$ cat src/rtl/sgcfg_regs.svh
// Register offsets, field positions, reset values and mode codes of the pin configuration block
`ifndef SGCFG_REGS_SVH
`define SGCFG_REGS_SVH

// ----------------------------------------------------------------
// Register offsets
// ----------------------------------------------------------------
`define SGCFG_PIN0_OFS      8'h0d
`define SGCFG_PIN12_OFS     8'h0e
`define SGCFG_PIN3_OFS      8'h0f
`define SGCFG_PIN56_OFS     8'h10

// ----------------------------------------------------------------
// Field positions
// ----------------------------------------------------------------
`define SGCFG_LO_MODE_LSB   0
`define SGCFG_LO_MODE_MSB   2
`define SGCFG_LO_LVL_BIT    3
`define SGCFG_HI_MODE_LSB   4
`define SGCFG_HI_MODE_MSB   6
`define SGCFG_HI_LVL_BIT    7
`define SGCFG_REV_LSB       4
`define SGCFG_REV_MSB       7
`define SGCFG_P56_LO_MSB    1
`define SGCFG_P56_HI_LSB    4
`define SGCFG_P56_HI_MSB    5

// ----------------------------------------------------------------
// Reset values
// ----------------------------------------------------------------
`define SGCFG_MODE_RST      3'h0
`define SGCFG_MODE56_RST    2'h0
`define SGCFG_LVL_RST       1'h0
`define SGCFG_RDATA_RST     8'h00

// ----------------------------------------------------------------
// Mode codes, pins 0-3 and pins 5/6
// ----------------------------------------------------------------
`define SGCFG_M_FUNC_A      3'h0
`define SGCFG_M_FUNC_B      3'h4
`define SGCFG_M_TRI_A       3'h2
`define SGCFG_M_TRI_B       3'h6
`define SGCFG_M_LOCAL_OUT   3'h1
`define SGCFG_M_LOCAL_IN    3'h3
`define SGCFG_M_REM_HOLD    3'h5
`define SGCFG_M_REM_DEFAULT 3'h7
`define SGCFG_M56_FUNC      2'h0
`define SGCFG_M56_TRI       2'h2
`define SGCFG_M56_LOCAL_OUT 2'h1
`define SGCFG_M56_LOCAL_IN  2'h3

`endif

$ cat src/rtl/sgcfg_pkg.sv
// Types and mode decoders shared by the pin configuration block
package sgcfg_pkg;
`include "sgcfg_regs.svh"

   typedef enum logic [2:0] {
      SGCFG_FN_FUNC_IN,
      SGCFG_FN_TRISTATE,
      SGCFG_FN_LOCAL_OUT,
      SGCFG_FN_LOCAL_IN,
      SGCFG_FN_REM_HOLD,
      SGCFG_FN_REM_DEFAULT
   } sgcfg_fn_t;

   typedef struct packed {
      logic [2:0] mode;
      logic       level;
   } sgcfg_pin_cfg_t;

   typedef struct packed {
      logic [1:0] mode;
      logic       level;
   } sgcfg_pin56_cfg_t;

   function automatic sgcfg_fn_t sgcfg_decode(input logic [2:0] m);
      sgcfg_fn_t f;
      case (m)
         `SGCFG_M_FUNC_A, `SGCFG_M_FUNC_B: f = SGCFG_FN_FUNC_IN;
         `SGCFG_M_TRI_A, `SGCFG_M_TRI_B:   f = SGCFG_FN_TRISTATE;
         `SGCFG_M_LOCAL_OUT:               f = SGCFG_FN_LOCAL_OUT;
         `SGCFG_M_LOCAL_IN:                f = SGCFG_FN_LOCAL_IN;
         `SGCFG_M_REM_HOLD:                f = SGCFG_FN_REM_HOLD;
         `SGCFG_M_REM_DEFAULT:             f = SGCFG_FN_REM_DEFAULT;
         default:                          f = SGCFG_FN_FUNC_IN;
      endcase
      return f;
   endfunction : sgcfg_decode

   // Field order is {direction, enable}
   function automatic sgcfg_fn_t sgcfg_decode56(input logic [1:0] m);
      sgcfg_fn_t f;
      case (m)
         `SGCFG_M56_FUNC:      f = SGCFG_FN_FUNC_IN;
         `SGCFG_M56_TRI:       f = SGCFG_FN_TRISTATE;
         `SGCFG_M56_LOCAL_OUT: f = SGCFG_FN_LOCAL_OUT;
         `SGCFG_M56_LOCAL_IN:  f = SGCFG_FN_LOCAL_IN;
         default:              f = SGCFG_FN_FUNC_IN;
      endcase
      return f;
   endfunction : sgcfg_decode56

endpackage : sgcfg_pkg

$ cat src/rtl/sgcfg_pin.sv
// One pin of group 0-3: mode decode, remote follow and link-loss behaviour
`include "sgcfg_regs.svh"
module sgcfg_pin (
   input  wire logic                     clk_i,
   input  wire logic                     rst_ni,
   input  wire sgcfg_pkg::sgcfg_pin_cfg_t cfg_i,
   input  wire logic                     remote_i,
   input  wire logic                     link_lost_i,
   input  wire logic                     pad_i,
   output logic                          pad_o,
   output logic                          pad_oe_o,
   output logic                          func_in_o,
   output logic                          gpio_in_o
);
   import sgcfg_pkg::*;

   sgcfg_fn_t fn;

   assign fn = sgcfg_decode(cfg_i.mode);

   // ----------------------------------------------------------------
   // Pad drive
   // ----------------------------------------------------------------
   always_ff @(posedge clk_i or negedge rst_ni) begin
      if (!rst_ni) begin
         pad_o    <= 1'b0;
         pad_oe_o <= 1'b0;
      end else begin
         case (fn)
            SGCFG_FN_LOCAL_OUT: begin
               pad_oe_o <= 1'b1;
               pad_o    <= cfg_i.level;
            end
            SGCFG_FN_REM_HOLD: begin
               pad_oe_o <= 1'b1;
               // Hold keeps whatever the pad last showed, even if entered while lost
               if (!link_lost_i) begin
                  pad_o <= remote_i;
               end
            end
            SGCFG_FN_REM_DEFAULT: begin
               pad_oe_o <= 1'b1;
               pad_o    <= link_lost_i ? cfg_i.level : remote_i;
            end
            default: begin
               pad_oe_o <= 1'b0;
            end
         endcase
      end
   end

   // ----------------------------------------------------------------
   // Input capture
   // ----------------------------------------------------------------
   always_ff @(posedge clk_i or negedge rst_ni) begin
      if (!rst_ni) begin
         func_in_o <= 1'b0;
         gpio_in_o <= 1'b0;
      end else begin
         func_in_o <= (fn == SGCFG_FN_FUNC_IN) ? pad_i : 1'b0;
         gpio_in_o <= (fn == SGCFG_FN_LOCAL_IN) ? pad_i : 1'b0;
      end
   end

   // ----------------------------------------------------------------
   // Checks
   // ----------------------------------------------------------------
   property p_func_tri_quiet;
      @(posedge clk_i) disable iff (!rst_ni)
         (cfg_i.mode[0] == 1'b0) |=> !pad_oe_o;
   endproperty
   a_func_tri_quiet: assert property (p_func_tri_quiet)
      else $error("Pad driven in functional or tri-state mode");

   property p_local_out;
      @(posedge clk_i) disable iff (!rst_ni)
         (cfg_i.mode == `SGCFG_M_LOCAL_OUT) |=> (pad_oe_o && pad_o == $past(cfg_i.level));
   endproperty
   a_local_out: assert property (p_local_out)
      else $error("Local output mode does not drive stored level");

   property p_local_in;
      @(posedge clk_i) disable iff (!rst_ni)
         (cfg_i.mode == `SGCFG_M_LOCAL_IN) |=> (!pad_oe_o && gpio_in_o == $past(pad_i));
   endproperty
   a_local_in: assert property (p_local_in)
      else $error("Local input mode drives pad or misses input");

   property p_rem_hold;
      @(posedge clk_i) disable iff (!rst_ni)
         (cfg_i.mode == `SGCFG_M_REM_HOLD) ##1 (cfg_i.mode == `SGCFG_M_REM_HOLD && link_lost_i)
            |=> (pad_oe_o && $stable(pad_o));
   endproperty
   a_rem_hold: assert property (p_rem_hold)
      else $error("Remote hold value changed during link loss");

   property p_rem_default;
      @(posedge clk_i) disable iff (!rst_ni)
         (cfg_i.mode == `SGCFG_M_REM_DEFAULT)
            |=> (pad_oe_o && pad_o == ($past(link_lost_i) ? $past(cfg_i.level) : $past(remote_i)));
   endproperty
   a_rem_default: assert property (p_rem_default)
      else $error("Remote default mode drives wrong level");

   property p_audio_in;
      @(posedge clk_i) disable iff (!rst_ni)
         (cfg_i.mode[1:0] == 2'b00) |=> (func_in_o == $past(pad_i));
   endproperty
   a_audio_in: assert property (p_audio_in)
      else $error("Functional input not passed through");

endmodule : sgcfg_pin

$ cat src/rtl/sgcfg_top.sv
// Pin configuration registers and pad control for pins 0-3 (both links) and pins 5/6
//
// Functional notes
// - For pins 0-3 a mode whose low two bits are 00 selects the functional input and 10 tri-states the pin.
// - Mode 001 makes the pin a local output driving its stored drive level, remote control off.
// - Mode 011 makes the pin a local input with no drive from the device.
// - Mode 101 drives the pin with remote data and holds the last value while the link is lost.
// - Mode 111 drives remote data and falls back to the stored drive level while the link is lost.
// - The drive level of pins 0-3 is both the local output level and the remote-default fallback.
// - With the second-port select set, the pin 0-3 registers address the second link's pins.
// - Bits 7-4 of the pin 0 register are a read-only silicon revision that ignores writes.
// - In functional input mode pin 2 carries the third and pin 3 the fourth audio data input.
// - In the pin 1/2 register pin 1 uses mode bits 2-0 and level bit 3, pin 2 bits 6-4 and bit 7.
// - In the pin 3 register bits 7-4 are reserved, mode and level sit at 2-0 and 3, all reset to 0.
// - Pins 5/6 use a {direction, enable} field: 00 func input, 10 tri-state, 01 output, 11 input.
// - Pins 5/6 drive their stored level whenever enabled with direction output.
// - In the pin 5/6 register pin 5 uses bits 1-0 and 3, pin 6 bits 5-4 and 7, bits 6 and 2 read 0.
// - The device reports link-lost status for the selected port, the trigger of link-loss modes.
`include "sgcfg_regs.svh"
module sgcfg_top #(
   parameter int         N_PORTS          = 2,
   parameter logic [3:0] SILICON_REVISION = 4'h9  // Arbitrary value, set per silicon
) (
   input  wire logic                          clk_i,
   input  wire logic                          rstn_i,
   input  wire logic                          reg_wr_i,
   input  wire logic                          reg_rd_i,
   input  wire logic [7:0]                    reg_addr_i,
   input  wire logic [7:0]                    reg_wdata_i,
   output logic      [7:0]                    reg_rdata_o,
   input  wire logic                          second_port_select_i,
   input  wire logic [N_PORTS-1:0]            link_lost_i,
   input  wire logic [N_PORTS-1:0][3:0]       remote_data_i,
   input  wire logic [N_PORTS-1:0][3:0]       pad_i,
   output logic      [N_PORTS-1:0][3:0]       pad_o,
   output logic      [N_PORTS-1:0][3:0]       pad_oe_o,
   output logic      [N_PORTS-1:0][3:0]       func_in_o,
   output logic      [N_PORTS-1:0][3:0]       gpio_in_o,
   output logic      [N_PORTS-1:0]            audio_data_third_input_o,
   output logic      [N_PORTS-1:0]            audio_data_fourth_input_o,
   input  wire logic [1:0]                    pin56_pad_i,
   output logic      [1:0]                    pin56_pad_o,
   output logic      [1:0]                    pin56_pad_oe_o,
   output logic      [1:0]                    pin56_func_in_o,
   output logic      [1:0]                    pin56_gpio_in_o,
   output logic                               link_lost_o
);
   import sgcfg_pkg::*;

   // ----------------------------------------------------------------
   // Reset release
   // ----------------------------------------------------------------
   logic rst_meta_q;
   logic rst_n_q;

   always_ff @(posedge clk_i or negedge rstn_i) begin
      if (!rstn_i) begin
         rst_meta_q <= 1'b0;
         rst_n_q    <= 1'b0;
      end else begin
         rst_meta_q <= 1'b1;
         rst_n_q    <= rst_meta_q;
      end
   end

   // ----------------------------------------------------------------
   // Configuration storage
   // ----------------------------------------------------------------
   sgcfg_pin_cfg_t   cfg_q [N_PORTS][4];
   sgcfg_pin56_cfg_t p56_q [2];
   logic             port_sel;
   logic [7:0]       wd;

   // Only two links exist, so the select bit maps straight onto the port index
   assign port_sel = second_port_select_i;
   assign wd       = reg_wdata_i;

   always_ff @(posedge clk_i or negedge rst_n_q) begin
      if (!rst_n_q) begin
         for (int p = 0; p < N_PORTS; p++) begin
            for (int n = 0; n < 4; n++) begin
               cfg_q[p][n].mode  <= `SGCFG_MODE_RST;
               cfg_q[p][n].level <= `SGCFG_LVL_RST;
            end
         end
      end else if (reg_wr_i) begin
         case (reg_addr_i)
            `SGCFG_PIN0_OFS: begin
               // Revision nibble is not stored; writes there fall away
               cfg_q[port_sel][0].mode  <= wd[`SGCFG_LO_MODE_MSB:`SGCFG_LO_MODE_LSB];
               cfg_q[port_sel][0].level <= wd[`SGCFG_LO_LVL_BIT];
            end
            `SGCFG_PIN12_OFS: begin
               cfg_q[port_sel][1].mode  <= wd[`SGCFG_LO_MODE_MSB:`SGCFG_LO_MODE_LSB];
               cfg_q[port_sel][1].level <= wd[`SGCFG_LO_LVL_BIT];
               cfg_q[port_sel][2].mode  <= wd[`SGCFG_HI_MODE_MSB:`SGCFG_HI_MODE_LSB];
               cfg_q[port_sel][2].level <= wd[`SGCFG_HI_LVL_BIT];
            end
            `SGCFG_PIN3_OFS: begin
               cfg_q[port_sel][3].mode  <= wd[`SGCFG_LO_MODE_MSB:`SGCFG_LO_MODE_LSB];
               cfg_q[port_sel][3].level <= wd[`SGCFG_LO_LVL_BIT];
            end
            default: begin
            end
         endcase
      end
   end

   always_ff @(posedge clk_i or negedge rst_n_q) begin
      if (!rst_n_q) begin
         for (int n = 0; n < 2; n++) begin
            p56_q[n].mode  <= `SGCFG_MODE56_RST;
            p56_q[n].level <= `SGCFG_LVL_RST;
         end
      end else if (reg_wr_i && reg_addr_i == `SGCFG_PIN56_OFS) begin
         p56_q[0].mode  <= wd[`SGCFG_P56_LO_MSB:`SGCFG_LO_MODE_LSB];
         p56_q[0].level <= wd[`SGCFG_LO_LVL_BIT];
         p56_q[1].mode  <= wd[`SGCFG_P56_HI_MSB:`SGCFG_P56_HI_LSB];
         p56_q[1].level <= wd[`SGCFG_HI_LVL_BIT];
      end
   end

   // ----------------------------------------------------------------
   // Register read-back
   // ----------------------------------------------------------------
   logic [7:0] rdata_d;

   always_comb begin
      rdata_d = `SGCFG_RDATA_RST;
      case (reg_addr_i)
         `SGCFG_PIN0_OFS: begin
            rdata_d[`SGCFG_REV_MSB:`SGCFG_REV_LSB]         = SILICON_REVISION;
            rdata_d[`SGCFG_LO_MODE_MSB:`SGCFG_LO_MODE_LSB] = cfg_q[port_sel][0].mode;
            rdata_d[`SGCFG_LO_LVL_BIT]                     = cfg_q[port_sel][0].level;
         end
         `SGCFG_PIN12_OFS: begin
            rdata_d[`SGCFG_LO_MODE_MSB:`SGCFG_LO_MODE_LSB] = cfg_q[port_sel][1].mode;
            rdata_d[`SGCFG_LO_LVL_BIT]                     = cfg_q[port_sel][1].level;
            rdata_d[`SGCFG_HI_MODE_MSB:`SGCFG_HI_MODE_LSB] = cfg_q[port_sel][2].mode;
            rdata_d[`SGCFG_HI_LVL_BIT]                     = cfg_q[port_sel][2].level;
         end
         `SGCFG_PIN3_OFS: begin
            rdata_d[`SGCFG_LO_MODE_MSB:`SGCFG_LO_MODE_LSB] = cfg_q[port_sel][3].mode;
            rdata_d[`SGCFG_LO_LVL_BIT]                     = cfg_q[port_sel][3].level;
         end
         `SGCFG_PIN56_OFS: begin
            rdata_d[`SGCFG_P56_LO_MSB:`SGCFG_LO_MODE_LSB]  = p56_q[0].mode;
            rdata_d[`SGCFG_LO_LVL_BIT]                     = p56_q[0].level;
            rdata_d[`SGCFG_P56_HI_MSB:`SGCFG_P56_HI_LSB]   = p56_q[1].mode;
            rdata_d[`SGCFG_HI_LVL_BIT]                     = p56_q[1].level;
         end
         default: begin
            rdata_d = `SGCFG_RDATA_RST;
         end
      endcase
   end

   always_ff @(posedge clk_i or negedge rst_n_q) begin
      if (!rst_n_q) begin
         reg_rdata_o <= `SGCFG_RDATA_RST;
      end else if (reg_rd_i) begin
         reg_rdata_o <= rdata_d;
      end
   end

   // ----------------------------------------------------------------
   // Link status of the selected port
   // ----------------------------------------------------------------
   always_ff @(posedge clk_i or negedge rst_n_q) begin
      if (!rst_n_q) begin
         link_lost_o <= 1'b0;
      end else begin
         link_lost_o <= link_lost_i[port_sel];
      end
   end

   // ----------------------------------------------------------------
   // Pins 0-3 of each link
   // ----------------------------------------------------------------
   for (genvar p = 0; p < N_PORTS; p++) begin : g_port
      for (genvar n = 0; n < 4; n++) begin : g_pin
         sgcfg_pin u_pin (
            .clk_i       (clk_i),
            .rst_ni      (rst_n_q),
            .cfg_i       (cfg_q[p][n]),
            .remote_i    (remote_data_i[p][n]),
            .link_lost_i (link_lost_i[p]),
            .pad_i       (pad_i[p][n]),
            .pad_o       (pad_o[p][n]),
            .pad_oe_o    (pad_oe_o[p][n]),
            .func_in_o   (func_in_o[p][n]),
            .gpio_in_o   (gpio_in_o[p][n])
         );
      end
      // Same flop as the functional input path, duplicated port for clarity
      assign audio_data_third_input_o[p]  = func_in_o[p][2];
      assign audio_data_fourth_input_o[p] = func_in_o[p][3];
   end

   // ----------------------------------------------------------------
   // Pins 5 and 6
   // ----------------------------------------------------------------
   always_ff @(posedge clk_i or negedge rst_n_q) begin
      if (!rst_n_q) begin
         pin56_pad_o     <= 2'h0;
         pin56_pad_oe_o  <= 2'h0;
         pin56_func_in_o <= 2'h0;
         pin56_gpio_in_o <= 2'h0;
      end else begin
         for (int n = 0; n < 2; n++) begin
            pin56_pad_o[n]     <= p56_q[n].level;
            pin56_pad_oe_o[n]  <= (sgcfg_decode56(p56_q[n].mode) == SGCFG_FN_LOCAL_OUT);
            pin56_func_in_o[n] <= (sgcfg_decode56(p56_q[n].mode) == SGCFG_FN_FUNC_IN)
                                  ? pin56_pad_i[n] : 1'b0;
            pin56_gpio_in_o[n] <= (sgcfg_decode56(p56_q[n].mode) == SGCFG_FN_LOCAL_IN)
                                  ? pin56_pad_i[n] : 1'b0;
         end
      end
   end

   // ----------------------------------------------------------------
   // Checks
   // ----------------------------------------------------------------
   property p_port_redirect;
      @(posedge clk_i) disable iff (!rst_n_q)
         (reg_wr_i && reg_addr_i == `SGCFG_PIN3_OFS && second_port_select_i)
            |=> (cfg_q[1][3].mode == $past(reg_wdata_i[2:0]) && $stable(cfg_q[0][3]));
   endproperty
   a_port_redirect: assert property (p_port_redirect)
      else $error("Second-port write did not land on second link");

   property p_rev_read;
      @(posedge clk_i) disable iff (!rst_n_q)
         (reg_rd_i && reg_addr_i == `SGCFG_PIN0_OFS) |=> (reg_rdata_o[7:4] == SILICON_REVISION);
   endproperty
   a_rev_read: assert property (p_rev_read)
      else $error("Revision nibble wrong on read");

   property p_pin12_fields;
      @(posedge clk_i) disable iff (!rst_n_q)
         (reg_wr_i && reg_addr_i == `SGCFG_PIN12_OFS && !second_port_select_i)
            |=> (cfg_q[0][1].mode == $past(reg_wdata_i[2:0])
                 && cfg_q[0][1].level == $past(reg_wdata_i[3])
                 && cfg_q[0][2].mode == $past(reg_wdata_i[6:4])
                 && cfg_q[0][2].level == $past(reg_wdata_i[7]));
   endproperty
   a_pin12_fields: assert property (p_pin12_fields)
      else $error("Pin 1/2 fields misplaced");

   property p_pin3_reserved;
      @(posedge clk_i) disable iff (!rst_n_q)
         (reg_rd_i && reg_addr_i == `SGCFG_PIN3_OFS) |=> (reg_rdata_o[7:4] == 4'h0);
   endproperty
   a_pin3_reserved: assert property (p_pin3_reserved)
      else $error("Pin 3 reserved bits not zero");

   property p_pin56_drive;
      @(posedge clk_i) disable iff (!rst_n_q)
         (p56_q[0].mode == `SGCFG_M56_LOCAL_OUT)
            |=> (pin56_pad_oe_o[0] && pin56_pad_o[0] == $past(p56_q[0].level));
   endproperty
   a_pin56_drive: assert property (p_pin56_drive)
      else $error("Pin 5 not driving stored level");

   property p_pin56_quiet;
      @(posedge clk_i) disable iff (!rst_n_q)
         (p56_q[1].mode != `SGCFG_M56_LOCAL_OUT) |=> !pin56_pad_oe_o[1];
   endproperty
   a_pin56_quiet: assert property (p_pin56_quiet)
      else $error("Pin 6 driven outside output mode");

   property p_pin56_reserved;
      @(posedge clk_i) disable iff (!rst_n_q)
         (reg_rd_i && reg_addr_i == `SGCFG_PIN56_OFS)
            |=> (reg_rdata_o[6] == 1'b0 && reg_rdata_o[2] == 1'b0);
   endproperty
   a_pin56_reserved: assert property (p_pin56_reserved)
      else $error("Pin 5/6 reserved bits not zero");

   property p_link_status;
      @(posedge clk_i) disable iff (!rst_n_q)
         1'b1 ##1 1'b1 |-> (link_lost_o == $past(link_lost_i[second_port_select_i]));
   endproperty
   a_link_status: assert property (p_link_status)
      else $error("Selected link-lost status wrong");

   property p_sel_read;
      @(posedge clk_i) disable iff (!rst_n_q)
         (reg_rd_i && reg_addr_i == `SGCFG_PIN0_OFS && second_port_select_i)
            |=> (reg_rdata_o[3:0] == $past({cfg_q[1][0].level, cfg_q[1][0].mode}));
   endproperty
   a_sel_read: assert property (p_sel_read)
      else $error("Second-port read missed second link fields");

   property p_pin0_fields;
      @(posedge clk_i) disable iff (!rst_n_q)
         (reg_wr_i && reg_addr_i == `SGCFG_PIN0_OFS && !second_port_select_i)
            |=> (cfg_q[0][0] == $past({reg_wdata_i[2:0], reg_wdata_i[3]}));
   endproperty
   a_pin0_fields: assert property (p_pin0_fields)
      else $error("Pin 0 mode or drive level misplaced");

   property p_pin3_fields;
      @(posedge clk_i) disable iff (!rst_n_q)
         (reg_wr_i && reg_addr_i == `SGCFG_PIN3_OFS && !second_port_select_i)
            |=> (cfg_q[0][3] == $past({reg_wdata_i[2:0], reg_wdata_i[3]}));
   endproperty
   a_pin3_fields: assert property (p_pin3_fields)
      else $error("Pin 3 mode or drive level misplaced");

   property p_pin56_fields;
      @(posedge clk_i) disable iff (!rst_n_q)
         (reg_wr_i && reg_addr_i == `SGCFG_PIN56_OFS)
            |=> (p56_q[0] == $past({reg_wdata_i[1:0], reg_wdata_i[3]})
                 && p56_q[1] == $past({reg_wdata_i[5:4], reg_wdata_i[7]}));
   endproperty
   a_pin56_fields: assert property (p_pin56_fields)
      else $error("Pin 5/6 fields misplaced");

   property p_pin56_func;
      @(posedge clk_i) disable iff (!rst_n_q)
         (p56_q[0].mode == `SGCFG_M56_FUNC)
            |=> (pin56_func_in_o[0] == $past(pin56_pad_i[0]));
   endproperty
   a_pin56_func: assert property (p_pin56_func)
      else $error("Pin 5 functional input not passed");

   property p_pin56_gpio;
      @(posedge clk_i) disable iff (!rst_n_q)
         (p56_q[1].mode == `SGCFG_M56_LOCAL_IN)
            |=> (pin56_gpio_in_o[1] == $past(pin56_pad_i[1]));
   endproperty
   a_pin56_gpio: assert property (p_pin56_gpio)
      else $error("Pin 6 local input not passed");

   property p_pin6_drive;
      @(posedge clk_i) disable iff (!rst_n_q)
         (p56_q[1].mode == `SGCFG_M56_LOCAL_OUT)
            |=> (pin56_pad_oe_o[1] && pin56_pad_o[1] == $past(p56_q[1].level));
   endproperty
   a_pin6_drive: assert property (p_pin6_drive)
      else $error("Pin 6 not driving stored level");

endmodule : sgcfg_top

$ cat config.mk
export PLATFORM = sky130hd
export DESIGN_NAME = sgcfg_top
export DESIGN_NICKNAME = d
export VERILOG_FILES = /design/src/rtl/sgcfg_pkg.sv /design/src/rtl/sgcfg_pin.sv /design/src/rtl/sgcfg_top.sv
export VERILOG_INCLUDE_DIRS = /design/src /design/src/rtl
export SDC_FILE = /design/constraint.sdc
export NUM_CORES = 1
export LEC_CHECK = 0
export BUFFER_PORTS_ARGS = -buffer_cell sky130_fd_sc_hd__buf_2
export CORE_ASPECT_RATIO = 1.4
export CORE_MARGIN = 5
export CORE_UTILIZATION = 30
export CTS_BUF_LIST = sky130_fd_sc_hd__clkbuf_8
export DETAILED_ROUTE_END_ITERATION = 10
export GPL_TIMING_DRIVEN = 0
export HOLD_SLACK_MARGIN = 0.05
export PLACE_DENSITY_LB_ADDON = 0.2
export SKIP_CTS_REPAIR_TIMING = 1
export SYNTH_ARGS = -nofsm -noshare
export SYNTH_HDL_FRONTEND = slang
export SYNTH_SLANG_ARGS = --single-unit
$ cat constraint.sdc
create_clock -name clk_i -period 4.8 [get_ports clk_i]
set_input_delay 0.96 -clock clk_i [delete_from_list [all_inputs] [get_ports clk_i]]
set_output_delay 0.96 -clock clk_i [all_outputs]
set_load 0.03 [all_outputs]
==> results by group <==
Status
  – Outcome: complete, no violations

Floorplanning
  – IO Count: 94
  – Row count: 50
  – Die height: around 150 µm
  – Die footprint: around 0.016 mm²
  – Core Box Area: about 0.013 mm²
  – Overall die width: around 110 µm
  – Initial Util: 0.306

Logic synthesis
  – Count leader, synth: dfrtp_1
  – Top-area cell type share of the netlist area: 0.541
  – Unique masters post-synth: 43
  – FFs w/ async S/R, synth: 1.00
  – Post-synth top flop: dfrtp_1
  – Dominant cell type by area after synthesis: dfrtp_1
  – Mean post-synth cell area: between 10 and 15 µm²
  – Warnings from Yosys: 0
  – Post-Syn Nets: 375
  – #FFs+latches synth: 89
  – Synth top cells by count: dfrtp_1 (89), mux2_2 (40), buf_4 (36)
  – EDFF count, synth: 0
  – Top cells by area, synth: dfrtp_1 (54%), mux2_2 (11%), buf_4 (6.6%)
  – Synth Instances: 334
  – Cell Area, Synth: 0.00411 mm²
  – Register area share after synthesis: 0.541

Timing
  – RSZ-0062 raised after global routing: false
  – Setup TNS: 0 ps
  – Crit path time final: between 2000 and 2500 ps
  – Clk_skew: approximately 8.5 ps
  – Final Max Tran Viols: 0
  – Max Freq: between 400 and 500 MHz
  – Final Hold Viols: 0
  – Final worst-path cycle share: 0.503
  – Slew headroom: 0.481
  – Worst slew pin tran: around 770 ps
  – Final setup viols: 0

Clocking
  – CTS root buf: clkbuf_8
  – TritonCTS clock tree: done
  – CTS Buf Count: 9
  – Htree depth: 3
  – Clock Sink Count: between 80 and 90
  – Clock latency on the worst-skew pair: around 370 ps
  – CTS max path bufs: 2
  – Clk slew on worst S/H paths: ~90 ps

Routing
  – Via density: about 4.5
  – Drt pass-1 iters: 4
  – DRT iter0 DRCs: 96
  – DRC Markers: 0
  – Detail Route Antenna Nets: 0
  – Vias: approximately 2800
  – Detailed Route WL: slightly below 10000 µm
  – Routed len/inst: ~16 µm

Final layout
  – # fillers: 1337
  – Proportion of layout cells with a drive suffix above 1: 0.439
  – # nets final: around 480
  – Sequential Area: around 0.0022 mm²
  – Finished Core Util: 0.376
  – Multi-input gate area: 0.00154 mm²
  – Antenna diode count: 0
  – Area Growth Syn to Fin: 23.1%

Worst setup path
  – Crit-path slowest cell: nor4b_1
  – Crit-path max cell delay: around 500 ps
  – Crit path buf inv count: 2
  – Cell chain of the critical path: buf_2 > nor4b_1 > and2b_1 > and3_1 > buf_2 > mux2_2
  – Family with the most delay on the worst path: simple AND/OR/NAND/NOR gates
  – Reg-to-reg endpoint: reg_rdata_o[0]
  – CP most frequent cell: buf_2
  – Worst EP required: 5050 ps
  – Arrival time at the worst endpoint: 2670 ps
  – Worst setup EP type: flop
  – CP Class: primary input to flop
  – Worst R2R Path Depth: 4
  – Startpoint class of the critical path: primary input
  – Reg2reg setup slack: ~3300 ps
  – Max FO, Critical Path: 7

Place
  – Routability cong.: a little under 0.8
  – IO Port Bufs: 89
  – Hpwl dp: between 7000 and 8000 µm

Job
  – Max Cap Viol: 0

Global route
  – Gr usage total: 0.129
  – First-pass GRT wire length: 16000 µm
  – Initial antenna violation count: 0
  – GRT overflow: 0
  – Vias in the first global route: approximately 3000
  – Largest net degree at the start of global routing: 68

Power and ir drop
  – Power Density: around 340 mW/mm²
  – VDD IR-drop max: between 0.0001 and 0.00015 V
  – Leak: 2.50 nW

Hold path
  – Hold crit path type: flop to async pin
==> through the flow <==
stage	setup slack [ps]	hold slack (ps)	instance area, µm²	instances	power (mW)
final	2380	223	5060	622	1.73
after global routing	2210	257	5060	622	1.82
after CTS	2400	239	5060	622	1.76
after detailed placement	1990	229	4820	606	1.13
after global placement	1140	337	4790	605	1.13
after floorplan	2140	331	4110	334	1.04
==> per-layer routing <==
metal	track usage	wire, µm	vias up
met2	0.221	5160	60
li1	-	-	1368
met5	0	0	-
met3	0.0313	477	13
met1	0.155	3970	1369
met4	0.0512	191	0
==> placed cells by master (no fill, tap or decap), drive strengths merged, types with 3 or more instances in the layout <==
cell type	n
a21boi	6
a21oi	21
a31oi	8
and3	4
and4	6
buf	130
bufinv	3
clkbuf	14
dfrtp	89
inv	13
mux2	40
mux2i	21
nand2	14
nand2b	5
nand3b	8
nand4b	3
nor2	9
nor3b	10
o22ai	5
or3	3
==> report_power, final <==
| part | internal (mW) | switching, mW | leakage [nW] | total, mW |
|---|---|---|---|---|
| clock | 0.357 | 0.263 | 0.124 | 0.620 |
| combinational | 0.118 | 0.163 | 1.19 | 0.280 |
| sequential | 0.797 | 0.0359 | 1.19 | 0.832 |
| total | 1.27 | 0.462 | 2.50 | 1.73 |
==> layout make-up <==
class | count | share of cell area
Clock buffer | 10 | 0.0272
Timing Repair Buffer | 90 | 0.0934
Sequential cell | 89 | 0.441
Multi-Input combinational cell | 189 | 0.304
Clock inverter | 6 | 0.0210
Buffer | 44 | 0.0601
Tap cell | 182 | 0.0450
Inverter | 12 | 0.00890
==> cells by family after synthesis <==
group                  after synthesis  synth area share
multiplexers                        63             0.172
buffers and inverters               56            0.0849
other                                1          0.000912
flip-flops                          89             0.541
AO/OA/AOI/OAI                       49            0.0748
AND/OR/NAND/NOR                     76             0.127
==> how the worst max path moves through the flow <==
stage               slack (ps)     startpoint                            endpoint  depth (start not counted)
floorplan                 2140        rst_n_q                           async pin                          0
global placement          1140        rst_n_q  g_port[0].g_pin[2].u_pin.func_in_o                          0
finish                    2380  reg_addr_i[0]                            p56_q[3]                          6
global route              2210  reg_addr_i[0]                            p56_q[3]                          6
CTS                       2400  reg_addr_i[0]                            p56_q[3]                          6
detailed placement        1990  reg_addr_i[0]                            p56_q[3]                          6
Note: power is estimated with default switching activity, not from simulation.
